[config.mk]
export PLATFORM = sky130hd
export DESIGN_NAME = wtc_trigger_ctrl
export DESIGN_NICKNAME = d
export VERILOG_FILES = /design/src/logic/wtc_pkg.sv /design/src/logic/wtc_latency.sv /design/src/logic/wtc_trigger_ctrl.sv
export VERILOG_INCLUDE_DIRS = /design/src /design/src/logic
export SDC_FILE = /design/constraint.sdc
export NUM_CORES = 1
export LEC_CHECK = 0
export ABC_AREA = 1
export ABC_CLOCK_PERIOD_IN_PS = 3600
export BUFFER_PORTS_ARGS = -buffer_cell sky130_fd_sc_hd__buf_2
export CAP_MARGIN = 15
export CORE_UTILIZATION = 57
export CTS_CLUSTER_SIZE = 16
export DETAILED_ROUTE_END_ITERATION = 7
export PLACE_DENSITY = 0.8
export SLEW_MARGIN = 30
export SYNTH_ARGS = -nofsm -noshare
export SYNTH_HDL_FRONTEND = slang
export SYNTH_SLANG_ARGS = --single-unit
[constraint.sdc]
create_clock -name MCLK -period 3.6 [get_ports MCLK]
set_input_delay 0.18 -clock MCLK [delete_from_list [all_inputs] [get_ports MCLK]]
set_output_delay 0.18 -clock MCLK [all_outputs]
set_load 0.05 [all_outputs]
[src/logic/wtc_cfg.svh]
/*
  constants for the waveform trigger controller: modes, timing, widths.
  assumes a 125 MHz sample clock on the controller.
*/
`ifndef WTC_CFG_SVH
`define WTC_CFG_SVH
`define WTC_CLK_PERIOD_PS 8000
`define WTC_FIXED_LAT_PS 35000
`define WTC_FIXED_LAT_CYC ((`WTC_FIXED_LAT_PS + `WTC_CLK_PERIOD_PS - 1) / `WTC_CLK_PERIOD_PS)
`define WTC_SYNC_LAT_CYC 5
`define WTC_RETRIG_CYC (`WTC_FIXED_LAT_CYC + `WTC_SYNC_LAT_CYC)
`define WTC_LAT_W 3
`define WTC_DLY_W 16
`define WTC_BURST_W 13
`define WTC_BURST_MAX 13'h1000
`define WTC_ADDR_W 12
`define WTC_MODE_CONT 2'h0
`define WTC_MODE_SINGLE 2'h1
`define WTC_MODE_BURST 2'h2
`define WTC_MODE_GATE 2'h3
`endif

[src/logic/wtc_pkg.sv]
/*
  types for the waveform trigger controller.
  assumes wtc_cfg.svh supplies the numeric constants.
*/
package wtc_pkg;
  typedef enum logic [3:0] {
    WTC_IDLE = 4'h1,
    WTC_LAT  = 4'h2,
    WTC_DLY  = 4'h4,
    WTC_PLAY = 4'h8
  } wtc_state_t;
endpackage

[src/logic/wtc_latency.sv]
/*
  fixed latency shift line for the trigger start pulse.
  assumes one clock; depth fixed by the configuration header.
*/
`timescale 1ns/10ps
`include "wtc_cfg.svh"
module wtc_latency (
  // clock and reset
  input wire logic clk,
  input wire logic rst_n,
  // pulse in and delayed out
  input wire logic pulse_in,
  output logic pulse_out
);
  logic [`WTC_FIXED_LAT_CYC-1:0] line_ff;
  genvar i;
  generate
    for (i = 0; i < `WTC_FIXED_LAT_CYC; i++) begin : g_stage
      always_ff @(posedge clk) begin
        if (!rst_n) line_ff[i] <= 1'b0;
        else if (i == 0) line_ff[i] <= pulse_in;
        else line_ff[i] <= line_ff[(i == 0) ? 0 : i-1];
      end
    end
  endgenerate
  always_ff @(posedge clk) begin
    if (!rst_n) pulse_out <= 1'b0;
    else pulse_out <= line_ff[`WTC_FIXED_LAT_CYC-1];
  end
endmodule // wtc_latency

[src/logic/wtc_trigger_ctrl.sv]
/*
  trigger sequencer for waveform playback: four modes, three trigger
  sources, programmable delay, fixed latency.
  assumes the trigger input is an already thresholded comparator level,
  asynchronous to MCLK; manual and bus commands are MCLK pulses.
*/
`timescale 1ns/10ps
`include "wtc_cfg.svh"
// Function
// four modes: continuous, single, burst, gated
// continuous replays while channel enabled
// single: one cycle per accepted trigger
// triggers from external, manual or bus
// single: triggers during playback discarded
// burst plays programmed count, up to 4096
// burst ignores triggers until last cycle
// gated output only while gate qualified
// gated output starts on gate leading edge
// after gate trailing edge finish cycle, stop
// programmable delay added after latency
// fixed latency portion, nominally 35 ns
// synchroniser adds five to six clocks
// start uncertainty at most one clock
// triggers closer than retrigger time ignored
// slope select for external edge
// idle output and rearmed detector when stopped
module wtc_trigger_ctrl (
  // clock and reset
  input wire logic MCLK,
  input wire logic RST_N,
  // configuration
  input wire logic CH_ENABLE,
  input wire logic [1:0] TRIG_MODE,
  input wire logic SLOPE_FALL,
  input wire logic [`WTC_DLY_W-1:0] TRIG_DELAY,
  input wire logic [`WTC_BURST_W-1:0] BURST_COUNT,
  input wire logic [`WTC_ADDR_W-1:0] WAVE_LAST,
  // trigger sources
  input wire logic EXT_TRIG,
  input wire logic MANUAL_TRIG,
  input wire logic BUS_TRIG,
  // playback and trigger status
  output logic PLAY_ACTIVE,
  output logic [`WTC_ADDR_W-1:0] PLAY_ADDR,
  output logic CYCLE_END,
  output logic TRIG_ACCEPTED,
  output logic TRIG_ARMED
);
  // ----------------------------------------
  // synchroniser and edge detect
  // ----------------------------------------
  logic ext_s1_ff, ext_s2_ff, ext_s3_ff;
  always_ff @(posedge MCLK) begin
    if (!RST_N) begin
      ext_s1_ff <= 1'b0;
      ext_s2_ff <= 1'b0;
      ext_s3_ff <= 1'b0;
    end else begin
      ext_s1_ff <= EXT_TRIG;
      ext_s2_ff <= ext_s1_ff;
      ext_s3_ff <= ext_s2_ff;
    end
  end
  wire ext_rise = ext_s2_ff & ~ext_s3_ff;
  wire ext_fall = ~ext_s2_ff & ext_s3_ff;
  wire ext_edge = SLOPE_FALL ? ext_fall : ext_rise;
  wire gate_lvl = ext_s2_ff;
  wire any_trig = ext_edge | MANUAL_TRIG | BUS_TRIG;

  // ----------------------------------------
  // mode decode
  // ----------------------------------------
  wire mode_cont = (TRIG_MODE == `WTC_MODE_CONT);
  wire mode_single = (TRIG_MODE == `WTC_MODE_SINGLE);
  wire mode_burst = (TRIG_MODE == `WTC_MODE_BURST);
  wire mode_gate = (TRIG_MODE == `WTC_MODE_GATE);

  // ----------------------------------------
  // retrigger holdoff
  // ----------------------------------------
  logic [`WTC_LAT_W:0] hold_ff;
  wire hold_busy = (hold_ff != '0);

  // ----------------------------------------
  // state machine
  // ----------------------------------------
  wtc_pkg::wtc_state_t state_ff, nxt_state;
  logic [`WTC_DLY_W-1:0] dly_ff;
  logic [`WTC_BURST_W-1:0] cyc_ff;
  logic [`WTC_ADDR_W-1:0] addr_ff;
  logic stop_ff;
  wire lat_done;
  wire idle = (state_ff == wtc_pkg::WTC_IDLE);
  // armed only when stopped and past the holdoff
  wire armed = idle & ~hold_busy & CH_ENABLE;
  wire gate_start = mode_gate & ext_rise;
  wire accept = armed & ((mode_single | mode_burst) & any_trig | gate_start);
  wire cont_start = idle & mode_cont & CH_ENABLE;
  wire at_end = (addr_ff == WAVE_LAST);
  wire [`WTC_BURST_W-1:0] burst_n = (BURST_COUNT == '0) ? 13'h1 :
                 (BURST_COUNT > `WTC_BURST_MAX) ? `WTC_BURST_MAX : BURST_COUNT;
  wire last_cycle = mode_single | (mode_burst & (cyc_ff + 13'h1 >= burst_n)) |
                    (mode_gate & (stop_ff | ~gate_lvl)) | ~CH_ENABLE;

  always_comb begin
    nxt_state = state_ff;
    unique case (state_ff)
      wtc_pkg::WTC_IDLE: begin
        if (cont_start) nxt_state = wtc_pkg::WTC_PLAY;
        else if (accept) nxt_state = wtc_pkg::WTC_LAT;
      end
      wtc_pkg::WTC_LAT: begin
        if (lat_done) nxt_state = (TRIG_DELAY == '0) ? wtc_pkg::WTC_PLAY : wtc_pkg::WTC_DLY;
      end
      wtc_pkg::WTC_DLY: begin
        if (dly_ff == TRIG_DELAY - 16'h1) nxt_state = wtc_pkg::WTC_PLAY;
      end
      wtc_pkg::WTC_PLAY: begin
        if (at_end & ~mode_cont & last_cycle) nxt_state = wtc_pkg::WTC_IDLE;
        else if (at_end & mode_cont & ~CH_ENABLE) nxt_state = wtc_pkg::WTC_IDLE;
      end
      default: nxt_state = wtc_pkg::WTC_IDLE;
    endcase
  end

  // fixed latency of the accepted trigger
  wtc_latency u_lat (
    .clk(MCLK),
    .rst_n(RST_N),
    .pulse_in(accept),
    .pulse_out(lat_done)
  );

  wire playing = (state_ff == wtc_pkg::WTC_PLAY);
  wire [`WTC_ADDR_W-1:0] nxt_addr = (playing & ~at_end) ? addr_ff + 12'h1 : '0;
  wire [`WTC_BURST_W-1:0] nxt_cyc = ~playing ? '0 : (at_end ? cyc_ff + 13'h1 : cyc_ff);
  // a gate that drops arms the stop at the next cycle end
  wire nxt_stop = playing & (stop_ff | (mode_gate & ~gate_lvl & ~at_end));

  // ----------------------------------------
  // state register
  // ----------------------------------------
  always_ff @(posedge MCLK) begin
    if (!RST_N) begin
      state_ff <= wtc_pkg::WTC_IDLE;
    end else begin
      state_ff <= nxt_state;
    end
  end

  // ----------------------------------------
  // delay, cycle and holdoff counters
  // ----------------------------------------
  wire [`WTC_DLY_W-1:0] nxt_dly = (state_ff == wtc_pkg::WTC_DLY) ? dly_ff + 16'h1 : '0;
  // reload on every taken trigger, count down to zero
  wire [`WTC_LAT_W:0] nxt_hold = accept ? (`WTC_LAT_W+1)'(`WTC_RETRIG_CYC) :
                                 (hold_busy ? hold_ff - 4'h1 : hold_ff);

  always_ff @(posedge MCLK) begin
    if (!RST_N) begin
      dly_ff <= '0;
    end else begin
      dly_ff <= nxt_dly;
    end
  end

  always_ff @(posedge MCLK) begin
    if (!RST_N) begin
      cyc_ff <= '0;
    end else begin
      cyc_ff <= nxt_cyc;
    end
  end

  always_ff @(posedge MCLK) begin
    if (!RST_N) begin
      hold_ff <= '0;
    end else begin
      hold_ff <= nxt_hold;
    end
  end

  // ----------------------------------------
  // sample address and gate stop
  // ----------------------------------------
  always_ff @(posedge MCLK) begin
    if (!RST_N) begin
      addr_ff <= '0;
    end else begin
      addr_ff <= nxt_addr;
    end
  end

  always_ff @(posedge MCLK) begin
    if (!RST_N) begin
      stop_ff <= 1'b0;
    end else begin
      stop_ff <= nxt_stop;
    end
  end

  // ----------------------------------------
  // registered playback outputs
  // ----------------------------------------
  always_ff @(posedge MCLK) begin
    if (!RST_N) begin
      PLAY_ACTIVE <= 1'b0;
      PLAY_ADDR <= '0;
      CYCLE_END <= 1'b0;
    end else begin
      PLAY_ACTIVE <= playing;
      PLAY_ADDR <= playing ? addr_ff : '0;
      CYCLE_END <= playing & at_end;
    end
  end

  // ----------------------------------------
  // registered trigger status
  // ----------------------------------------
  always_ff @(posedge MCLK) begin
    if (!RST_N) begin
      TRIG_ACCEPTED <= 1'b0;
      TRIG_ARMED <= 1'b0;
    end else begin
      TRIG_ACCEPTED <= accept;
      TRIG_ARMED <= armed;
    end
  end
endmodule // wtc_trigger_ctrl

---- Word level (Yosys, flattened, before mapping) ----
Cells that the tools add are included.
cells by class
  add/subtract/negate cells ............... 5
  magnitude comparators ................... 2
  eq/ne operators ......................... 13
  mux-type cells .......................... 13
  bitwise logic cells ..................... 36
  reductions and logical operators ........ 10
operator list
  operator                 count
  $mux W4                  9
  $mux W13                 2
  $and A1 B1 Y1            20
  $add A16 B1 Y16 const B  1
  $eq A16 B16 Y1           1
  $logic_not A16 Y1        1
  $pmux W4 S4              1
  $sub A16 B1 Y16 const B  1
  $add A13 B1 Y13 const B  1
  $ge A13 B13 Y1           1
  $gt A13 B13 Y1 const B   1
  $logic_not A13 Y1        1
  $add A12 B1 Y12 const B  1
  $eq A12 B12 Y1           1
  $or A1 B1 Y1             9
  $not A1 Y1               7
  $ne A3 B1 Y1 const B     2
  $reduce_and A2 Y1        3
  $eq A2 B2 Y1 const B     2
  $eq A4 B1 Y1 const B     1
  $eq A4 B2 Y1 const B     1
  $eq A4 B3 Y1 const B     1
  $eq A4 B4 Y1 const B     1
  $reduce_and A4 Y1        1
  other kinds (9)          9
storage, ports and cells
  register bits after elaboration ......... 74
  bits of input ports ..................... 50
  output and inout bits ................... 16
  word-level logic and storage cells ...... 99

---- Logic depth before layout (Yosys ltp) ----
Gate-level depths: netlist (run 1).
  depth in word-level cells ............... 11
  mapped depth ............................ 23

---- By module ----
From an unflattened synthesis (run 1), not the netlist that was laid out.
unflattened totals
  cell total of the unflattened synthesis .. 594
  area total of the unflattened synthesis .. 4209.0 um^2
modules (own cells, without submodules)
  module            instances  cells an instance  area each (um^2)  seq. area each (um^2)
  wtc_trigger_ctrl  1          576                4043.9            1381.3
  wtc_latency       1          18                 165.2             120.1

---- Worst setup path after synthesis (run 1) ----
Ideal clock, no wire load.
  path type ............................... reg2reg
  start ................................... reg cyc_ff[0]
  end ..................................... reg state_ff[3]
  library setup time ...................... 115 ps
  data arrival time ....................... 2651 ps
  data required time ...................... 3485 ps
  slack ................................... 833 ps
  stages on the path, launching flop included .. 23
  path buffers ............................ 0
  clock period less this slack ............ 2767 ps
  cell sequence ........................... dfxtp_1 -> ha_1 -> nand2_1 -> nor2_1 -> nand3_1 -> nor2_1 -> nand4_1 -> nor3_1 -> xor2_1 -> ha_1 -> nand2_1 -> nor2_1 -> inv_1 -> nor2_1 -> nand2_1 -> nand3_1 -> nand2_1 -> nand3_1 -> nand2_1 -> nand3_1 -> nand3_2 -> o21ai_0 -> inv_1
on the way
  word-level cells in the longest chain between the ends .. 9
  elaborated cells between the ends (all ways) .. 11
ends and longest elaborated chain
  what                                                               RTL line                 source
  start, declared                                                    wtc_trigger_ctrl.sv:89   logic [`WTC_BURST_W-1:0] cyc_ff;
  start signal, assigned                                             wtc_trigger_ctrl.sv:171  cyc_ff <= nxt_cyc;
  $add A13 B1 Y13 *                                                  wtc_trigger_ctrl.sv:102  wire last_cycle = mode_single | (mode_burst & (cyc_ff + 13'h1 >= burst_n)) |
  $ge A13 B13 Y1 *                                                   wtc_trigger_ctrl.sv:102
  $and A1 B1 Y1 *                                                    wtc_trigger_ctrl.sv:102
  $or A1 B1 Y1 * (2 in a row)                                        wtc_trigger_ctrl.sv:102
  $or A1 B1 Y1 *                                                     wtc_trigger_ctrl.sv:103  (mode_gate & (stop_ff | ~gate_lvl)) | ~CH_ENABLE;
  $and A1 B1 Y1 *                                                    wtc_trigger_ctrl.sv:119  if (at_end & ~mode_cont & last_cycle) nxt_state = wtc_pkg::WTC_IDLE;
  $ne A3 B1 Y1 (no source line) or $mux W4 (tied branches)           --
  $reduce_and A4 Y1 (no source line) or $pmux W4 S4 (tied branches)  --
  end signal, assigned                                               wtc_trigger_ctrl.sv:145  state_ff <= wtc_pkg::WTC_IDLE;
  end signal, assigned                                               wtc_trigger_ctrl.sv:147  state_ff <= nxt_state;
  end, declared                                                      wtc_trigger_ctrl.sv:87   wtc_pkg::wtc_state_t state_ff, nxt_state;
Mark *: on every way between the ends. The rest lies on a longest branch, timed or not.
A chain may end at the register's enable or synchronous reset.

---- Worst setup path after layout (run 1) ----
  start ................................... reg cyc_ff[0]
  end ..................................... reg state_ff[1]
The elaborated chain is that of the path after synthesis.

==> flow_summary.toml, run 1 <==
[run_status]
status = "complete, no violations"

[pwr]
clkPwrFrac_pct = 35.1
ir_drop_uv = 256.3
power.switching_mw = 0.5794
p_comb_share_pct = 20.1
leakage_nw = 2.221
seqPwrFrac_pct = 44.8
p_int_mw = 1.393
p_sw_share_pct = 29.37
power_density_nw_per_um2 = 409.6

[detailed_routing]
drt_iter0_drc = 105
dr_total_vias = 3930
drc = 0
wl_per_cell_um = 11.32
detail-route-antenna-nets = 0
finalWirelength_mm = 8.740
viasPerCell = 5.091
dr.pass1.iters = 4

[layout]
design_area_um2 = 4816
antenna_cells = 0
utilization_pct = 69.35
seqCellArea_um2 = 1481
drive_above_1_share_pct = 14.79
fillers = 578
syn2layout_area_growth_pct = 15.00
final_cell_count_no_fill = 772
multi_input_area_um2 = 2316
fin_nets = 742

[sta]
finalSetupViolations = 0
slew_headroom_pct = 48.92
finalHoldViolations = 0
rsz0062_at_grt = "no"
tightest_slew_ns = 0.7633
finalMaxSlewViolations = 0
fin_crit_sh_pct = 88.39
tns_ns = 0
clock-skew-final_ns = 0.01275
period_minus_slack_ns = 3.182
fmax_ghz = 0.3143

[synth]
synth_edf_count = 0
yosysSeqAreaShare_pct = 35.37
synthMostInstantiatedCell = "nand2_1"
yosysTopAreaCell = "dfxtp_1"
syn_avg_cell_area_um2 = 6.956
synthArstFlopShare_pct = 0
ys_top_cells_by_area = "dfxtp_1 35%, nand2_1 12%, inv_1 8.4%"
synth_cell_types = 38
synth_fp_nets = 673
synth_common_cells = "135 x nand2_1, 94 x inv_1, 76 x nor2_1, 74 x dfxtp_1, 34 x nand3_1"
yosys_warnings = 0
yosys_most_used_dff = "dfxtp_1"
synth_area_um2 = 4188
synth_seq_cells = 74
yosysTopAreaCellShare_pct = 35.37
netlist_instances = 602

[run]
max_cap_violations = 0

[clock_tree]
cts.path.max_buffers = 2
cts_root_buf = "clkbuf_8"
cts.sinks = 74
cts_hold_buf = 0
cts_made_buffers = 9
htreeDepth = 3
insertion_delay_ns = 0.35
cts_tree = "done"
clk_pin_slew_worst_paths_ns = 0.08
cts.repair.resized = 0
post-cts-setup-buffers = 0

[die]
coreArea_um2 = 6944
fp.dieW_um = 87.72
die_area_um2 = 7694
ios = 66
chipHeight_um = 87.72
initial_utilization_pct = 60.31
rows = 30

[setup_path]
rr_worst_depth = 21
crit_path_start_kind = "flip-flop"
crit_required_ns = 3.85
arrival_ns = 3.43
cp_cell_sequence = "ha_1 -> nand2_1 -> nor2_1 -> nand3_1 -> nor2_1 -> nand4_1 -> nor3_1 -> xor2_1 -> ha_1 -> a21oi_1 -> nand2_1 -> a21oi_1 -> nand3_1 -> nand2_1 -> nand3_1 -> nand2_1 -> nand3_1 -> nand3_2 -> nand2_1 -> inv_1 -> nor2_1"
path_common_cell = "nand2_1"
cpLargestDelayFamily = "simple AND/OR/NAND/NOR gates"
worst-path-buf-inv = 1
cp_max_fo = 5
critPathSlowestCell = "dfxtp_1"
cp.depth = 21
crit_type = "reg2reg"
max_stage_delay_ns = 0.41
end_kind = "flip-flop"

[placed_design]
portBuffers = 65
placed_cell_area_um2 = 4599
dp.final_hpwl_mm = 6.975
dp.cells = 756
gp_congestion = 0.8774

[global_route]
grt-ovfl-total = 0
grt_pass1_wl_mm = 15.18
grt_max_degree = 17
grt_use_total_pct = 25.05
antenna_found_initial = 0
grt_pass1_vias = 3634

[worst_hold_path]
hold_depth = 3
hold_class = "in2reg"
[cell families after synthesis]
family	after synthesis	share of synthesized area [%]
AND/OR/NAND/NOR	309	33.58
AO/OA/AOI/OAI	59	7.709
XOR/XNOR	37	7.738
flip-flops	74	35.37
adder cells (fa/ha/maj)	21	6.274
buffers and inverters	102	9.322
[metrics by stage]
stage                     hold WS, ns  setup WS, ns  power [mW]
after floorplan                0.2776        0.8331       1.187
after CTS                     0.01281        0.4284       1.987
after global routing          0.02141      0.005857       2.083
final                         0.02030        0.4179       1.972
after detailed placement       0.3777        0.4633       1.290
after global placement         0.3679        0.6447       1.272
[tightest hold or removal path: stages]
cell and delay, ns:
buf_2 0.08, nand2_1 0.04, inv_1 0.04
[layout by cell type, fill, tap and decap left out, types with 2 or more instances in the layout]
cell,instances
xor2_1,27
clkinvlp_4,2
or2_1,2
ha_1,21
nor4_1,7
nor3b_1,4
buf_2,65
nand3_1,34
nand3b_1,3
nand2_1,135
o21ai_0,24
nor2_2,6
or2_2,2
a21oi_1,25
dfxtp_1,74
nand3_2,3
xnor2_1,10
a22o_1,4
bufinv_16,2
nor3_2,2
nor2_4,2
nor2_1,76
inv_1,94
clkbuf_8,9
nand4_1,13
o22ai_1,2
nor3_1,13
[registers in the layout, summed over array words and instances (netlist names)]
| name | count |
|---|---|
| u_lat.line_ff | 4 |
| hold_ff | 4 |
| ext_s1_ff | 1 |
| ext_s2_ff | 1 |
| state_ff | 4 |
| dly_ff | 16 |
| PLAY_ADDR | 12 |
| TRIG_ACCEPTED | 1 |
| cyc_ff | 13 |
| TRIG_ARMED | 1 |
| ext_s3_ff | 1 |
| u_lat.pulse_out | 1 |
| PLAY_ACTIVE | 1 |
| addr_ff | 12 |
| stop_ff | 1 |
| CYCLE_END | 1 |
[final timing paths]
kind	startpoint	to	slack [ns]
max	cyc_ff[0]$_SDFFE_PN0N_	state_ff[1]$_SDFFE_PN0P_	0.42
min	EXT_TRIG	ext_s1_ff$_SDFF_PN0_	0.02
max reg2reg	cyc_ff[0]$_SDFFE_PN0N_	state_ff[1]$_SDFFE_PN0P_	0.42
min reg2reg	ext_s1_ff$_SDFF_PN0_	ext_s2_ff$_SDFF_PN0_	0.42
[cell type report]
type                    instances  area share (%)
clock buffers                  10           2.650
well taps                      96           2.494
repair buffers                 65           6.755
multi-input cells             426           48.09
flip-flops and latches         74           30.76
inverters                      95           7.405
clock inverters                 6           1.845
[metal layers]
metal	up-vias	track usage, %	routed length (um)
met3	18	4.524	374
met4	0	9.985	168
met1	1767	30.21	3970
met5	-	0	0
li1	2057	-	-
met2	88	44.05	4226
[power groups by stage]
stage	combinational, mW	sequential [mW]	clock [mW]
4_1_cts	0.395	0.884	0.708
3_3_place_gp	0.372	0.900	0
6_report	0.396	0.884	0.692
5_1_grt	0.451	0.890	0.742
3_5_place_dp	0.389	0.902	0
2_1_floorplan	0.275	0.912	0
Power figures use the tool's default switching activity.
==> run 2: changes to the inputs <==
ABC_CLOCK_PERIOD_IN_PS = 4000   (was 3600)
CORE_UTILIZATION = 60   (was 57)
PLACE_DENSITY = 0.84   (was 0.8)
clock period = 4 ns   (was 3.6 ns; I/O delays follow)
==> run 2 against run 1 <==
Worst setup slack improved by 0.46 ns. Sequential share of layout area grew 0.28 points. First-iteration DRC count rose by 66%. Combinational power decreased by 11%. Final area is 0.91% lower. Clock skew decreased by 0.0021 ns. Maximum frequency rose by 1.9%. Total power is 13% lower. Clock power down 19%. Utilization increased by 1.3 points. Critical path type unchanged. Critical endpoint is now state_ff[3]$_SDFFE_PN0P_.
==> flow_summary.toml, run 2 (synthesized netlist as in run 1, its figures left out) <==
[setup_path]
arrival_ns = 3.37
rr_worst_depth = 22
crit_path_start_kind = "flip-flop"
critPathSlowestCell = "dfxtp_1"
crit_type = "reg2reg"
crit_required_ns = 4.24
r2r_start = "cyc_ff[0]$_SDFFE_PN0N_"
max_stage_delay_ns = 0.40
path_common_cell = "nand2_1"
cp_max_fo = 5
cp_cell_sequence = "ha_1 -> nand2_1 -> nor2_1 -> nand3_1 -> nor2_1 -> nand4_1 -> nor3_1 -> xor2_1 -> ha_1 -> nand2_1 -> nor2_1 -> inv_1 -> nor2_1 -> nand2_1 -> nand3_1 -> nand2_1 -> nand3_1 -> nand2_1 -> nand3_1 -> nand3_2 -> o21ai_0 -> inv_1"
end_kind = "flip-flop"
r2r_slack_ns = 0.88
r2r-end = "state_ff[3]$_SDFFE_PN0P_"

[sta]
fin_hold_ws_ns = 0.02881
fmax_ghz = 0.3202
rsz0062_at_grt = "no"
finalMaxSlewViolations = 0
tightest_slew_ns = 0.7158
finalSetupViolations = 0
clock-skew-final_ns = 0.01066
fin_crit_sh_pct = 78.07
finalHoldViolations = 0
period_minus_slack_ns = 3.123
tns_ns = 0
slew_headroom_pct = 52.10

[die]
initial_utilization_pct = 61.98
chipHeight_um = 85.55
die_area_um2 = 7318
fp.dieW_um = 85.55
ios = 66
coreArea_um2 = 6756
rows = 30

[detailed_routing]
finalWirelength_mm = 8.936
drt_iter0_drc = 174
dr.pass1.iters = 4
wl_per_cell_um = 11.82
dr_total_vias = 3937
detail-route-antenna-nets = 0
drc = 0
viasPerCell = 5.208

[worst_hold_path]
min_from = "EXT_TRIG"
hold_depth = 3
min_to = "ext_s1_ff$_SDFF_PN0_"
hold_class = "in2reg"

[clock_tree]
cts_made_buffers = 9
cts_hold_buf = 0
insertion_delay_ns = 0.35
cts_root_buf = "clkbuf_8"
clk_pin_slew_worst_paths_ns = 0.08
cts_tree = "done"
htreeDepth = 3
cts.repair.resized = 0
cts.sinks = 74
post-cts-setup-buffers = 0
cts.path.max_buffers = 2

[layout]
largest_reg_flops = 16
drive_above_1_share_pct = 14.79
final_cell_mix = "135 x nand2_1, 94 x inv_1, 76 x nor2_1, 74 x dfxtp_1, 65 x buf_2"
antenna_cells = 0
reg.largest.list = "dly_ff: 16 flops, cyc_ff: 13 flops"
final_common_cell = "nand2_1"
fillers = 556
regMostFlops = "dly_ff"
fin_nets = 742
syn2layout_area_growth_pct = 13.95

[global_route]
grt_pass1_wl_mm = 15.16
grt_pass1_vias = 3658
grt_use_total_pct = 25.84
antenna_found_initial = 0
grt-ovfl-total = 0
grt_max_degree = 17

[pwr]
ir_drop_uv = 321.3
fin_total_pwr_mw = 1.710
leakage_nw = 2.215
power_density_nw_per_um2 = 358.3

[run]
max_cap_violations = 0

[placed_design]
gp_congestion = 0.8876
portBuffers = 65
dp.final_hpwl_mm = 7.023

[run_status]
status = "complete, no violations"
run 2: changes by cell type in the layout (fill, tap and decap cells not counted), sizes merged:
cell,before,now
clkinv,1,3
clkinvlp,2,1
bufinv,2,1
run 2: per-layer routing:
layer	vias to the layer above	global-route usage (%)	wire, um
met1	1762	30.66	3922
li1	2057	-	-
met2	104	46.98	4444
met5	-	0	0
met4	0	10.00	156
met3	14	3.850	412
run 2: power breakdown:
| group | internal (mW) | leakage [nW] | switching, mW |
|---|---|---|---|
| Combinational | 0.130 | 1.52 | 0.221 |
| Sequential | 0.772 | 0.598 | 0.0239 |
| Clock | 0.289 | 0.0966 | 0.274 |
run 2: how the worst max path moves through the flow:
stage / start / endpoint / depth (start not counted)
2_1_floorplan: cyc_ff[0]$_SDFFE_PN0N_ / state_ff[3]$_SDFFE_PN0P_ / 22
5_1_grt: cyc_ff[0]$_SDFFE_PN0N_ / state_ff[3]$_SDFFE_PN0P_ / 22
3_5_place_dp: cyc_ff[0]$_SDFFE_PN0N_ / state_ff[3]$_SDFFE_PN0P_ / 22
4_1_cts: cyc_ff[0]$_SDFFE_PN0N_ / state_ff[3]$_SDFFE_PN0P_ / 22
3_3_place_gp: cyc_ff[0]$_SDFFE_PN0N_ / state_ff[3]$_SDFFE_PN0P_ / 22
6_report: cyc_ff[0]$_SDFFE_PN0N_ / state_ff[3]$_SDFFE_PN0P_ / 22
run 2: worst max-delay path: cells and delay by family (launching register included):
kind                     cells  cell delay, ns
XOR/XNOR                     1            0.13
flip-flops                   1            0.40
AO/OA/AOI/OAI                1            0.17
adder cells (fa/ha/maj)      2            0.54
AND/OR/NAND/NOR             16            1.70
buffers and inverters        2            0.10
run 2: final cells by class:
cell class              instances  area, um2  area share [%]
clock buffers                  10      127.6           2.674
clock inverters                 6      65.06           1.363
inverters                      95      356.6           7.472
multi-input cells             426       2316           48.53
flip-flops and latches         74       1481           31.04
well taps                      80      100.1           2.098
repair buffers                 65      325.3           6.817
run 2: per-stage QoR:
step | setup WS, ns | area [um2] | cells | util [%]
after global routing | 0.4720 | 4772 | 756 | 70.63
after floorplan | 1.233 | 4188 | 602 | -
after CTS | 0.8740 | 4772 | 756 | 70.63
final | 0.8773 | 4772 | 756 | 70.63
after global placement | 1.047 | 4579 | 740 | 67.78
after detailed placement | 0.8915 | 4579 | 740 | 67.78
==> run 3: changes to the inputs <==
ABC_CLOCK_PERIOD_IN_PS = 3200   (was 4000)
CORE_UTILIZATION = 57   (was 60)
PLACE_DENSITY = 0.8   (was 0.84)
clock period = 3.2 ns   (was 4 ns; I/O delays follow)
==> run 3 against run 2 <==
Utilization is 1.6 points higher. Clock power is 53% higher. Maximum frequency is 0.18% lower. Clock skew is 0.00063 ns lower. Count of clock-buffer cells in the layout is 1 lower. Routed wire length is 9.9% higher. Final cell count is 3.6% higher. Critical endpoint is now state_ff[1]$_SDFFE_PN0P_.
==> flow_summary.toml, run 3 (synthesized netlist as in run 1, its figures left out) <==
[die]
rows = 30
ios = 66
chipHeight_um = 87.72
coreArea_um2 = 6944
fp.dieW_um = 87.72
die_area_um2 = 7694
initial_utilization_pct = 60.31

[worst_hold_path]
hold_class = "in2reg"
min_from = "RST_N"

[detailed_routing]
wl_per_cell_um = 12.55
dr_total_vias = 4031
finalWirelength_mm = 9.825
drc = 0
drt_iter0_drc = 233
dr.pass1.iters = 5
detail-route-antenna-nets = 0
viasPerCell = 5.148

[layout]
fin_nets = 754
utilization_pct = 72.23
final_cell_count_no_fill = 783
final_cell_mix = "130 x nand2_1, 92 x inv_1, 73 x nor2_1, 72 x dfxtp_1, 65 x buf_2"
syn2layout_area_growth_pct = 19.78
reg.largest.list = "dly_ff: 16 flops, cyc_ff: 13 flops"
fillers = 587
drive_above_1_share_pct = 18.78
regMostFlops = "dly_ff"
largest_reg_flops = 16
antenna_cells = 0
final_common_cell = "nand2_1"

[clock_tree]
cts.path.max_buffers = 2
cts.sinks = 74
cts_tree = "done"
clk_pin_slew_worst_paths_ns = 0.08
cts_made_buffers = 9
insertion_delay_ns = 0.35
htreeDepth = 3
cts_root_buf = "clkbuf_8"

[setup_path]
end_kind = "flip-flop"
max_stage_delay_ns = 0.38
crit_type = "reg2reg"
cp_max_fo = 5
critPathSlowestCell = "dfxtp_4"
cp_cell_sequence = "ha_4 -> nand2_4 -> nor2_4 -> nand3_4 -> nor2_4 -> nand4_1 -> nor3_2 -> xor2_1 -> ha_1 -> a21oi_2 -> nand2_2 -> a21oi_1 -> nand3_1 -> nand2_1 -> nand3_1 -> nand2_1 -> nand3_2 -> nand3_2 -> nand2_2 -> inv_2 -> nor2_1"
crit_required_ns = 3.45
r2r_start = "cyc_ff[0]$_SDFFE_PN0N_"
arrival_ns = 3.38
crit_path_start_kind = "flip-flop"
crit_path_start = "cyc_ff[0]$_SDFFE_PN0N_"

[pwr]
leakage_nw = 2.305
ir_drop_uv = 372.3
power_density_nw_per_um2 = 460.1

[sta]
slew_headroom_pct = 51.21
tightest_slew_ns = 0.7291
fmax_ghz = 0.3197
postLayoutSetupSlackWorst_ns = 0.07162
clock-skew-final_ns = 0.01004
fin_crit_sh_pct = 97.76
tns_ns = 0
fin_hold_ws_ns = 0.1316
period_minus_slack_ns = 3.128
rsz0062_at_grt = "yes"
finalMaxSlewViolations = 0
finalHoldViolations = 0
finalSetupViolations = 0

[global_route]
grt-ovfl-total = 0
grt_pass1_vias = 3710
grt_use_total_pct = 25.71
antenna_found_initial = 0
grt_max_degree = 16
grt_pass1_wl_mm = 15.71

[placed_design]
dp.cells = 758
dp.final_hpwl_mm = 6.959
portBuffers = 65
gp_congestion = 0.8792
pre_cts_ws_ns = 0.07753

[run_status]
status = "complete, no violations"

[run]
max_cap_violations = 0
run 3: cell types whose count changed in the layout (fill, tap and decap cells not counted), sizes merged:
cell         previous run  this run
buf                    65        76
clkbuf                 10         9
clkinvlp                1         2
bufinv                  1         3
clkinv                  3         0
dlygate4sd3             0         1
run 3: through the flow:
step	cell area [um2]	power, mW
2_1_floorplan	4188	1.335
3_3_place_gp	4614	1.433
3_5_place_dp	4614	1.448
4_1_cts	4905	2.304
5_1_grt	5016	2.417
6_report	5016	2.308
run 3: per-layer routing:
| metal | global-route usage (%) | wire length (um) | vias to the layer above |
|---|---|---|---|
| met4 | 11.92 | 186 | 0 |
| met2 | 44.75 | 4891 | 134 |
| met3 | 3.487 | 506 | 21 |
| li1 | - | - | 2075 |
| met5 | 0 | 0 | - |
| met1 | 31.44 | 4241 | 1801 |
run 3: what timing repair did:
item                                    in CTS  in global routing
hold buffers                                 1                  0
resized for setup                            3                 22
pin swaps                                    1                 14
endpoints found under the hold margin        1                  0
endpoints found under the setup margin       4                  4
setup buffers                                4                  5
run 3: critical path: cells and delay by family, from the launching register on:
kind	cells	cell delay, ns
buf+inv	1	0.04
compound gates	2	0.29
flops	1	0.38
fa+ha+maj	2	0.48
xor+xnor	1	0.25
simple gates	15	1.58
run 3: path summary, 6_finish.rpt:
check / slack, ns / to / depth (start not counted)
worst max-delay path: 0.07 / state_ff[1]$_SDFFE_PN0P_ / 21
worst min-delay path: 0.13 / state_ff[0]$_SDFFE_PN1P_ / 2
worst max register to register: 0.07 / state_ff[1]$_SDFFE_PN0P_ / 21
worst min register to register: 0.42 / ext_s2_ff$_SDFF_PN0_ / 2
run 3: cell type report:
class,count,area [um2],share of cell area [%]
clock inverters,6,113.9,2.270
multi-input cells,426,2395,47.74
flip-flops and latches,74,1489,29.68
clock buffers,9,123.9,2.469
inverters,95,356.6,7.109
well taps,96,120.1,2.395
repair buffers,77,417.9,8.331
run 3: power breakdown:
| part | leakage (nW) | switching [mW] | internal, mW |
|---|---|---|---|
| Clock | 0.112 | 0.345 | 0.516 |
| Sequential | 0.599 | 0.0292 | 0.963 |
| Combinational | 1.59 | 0.286 | 0.169 |
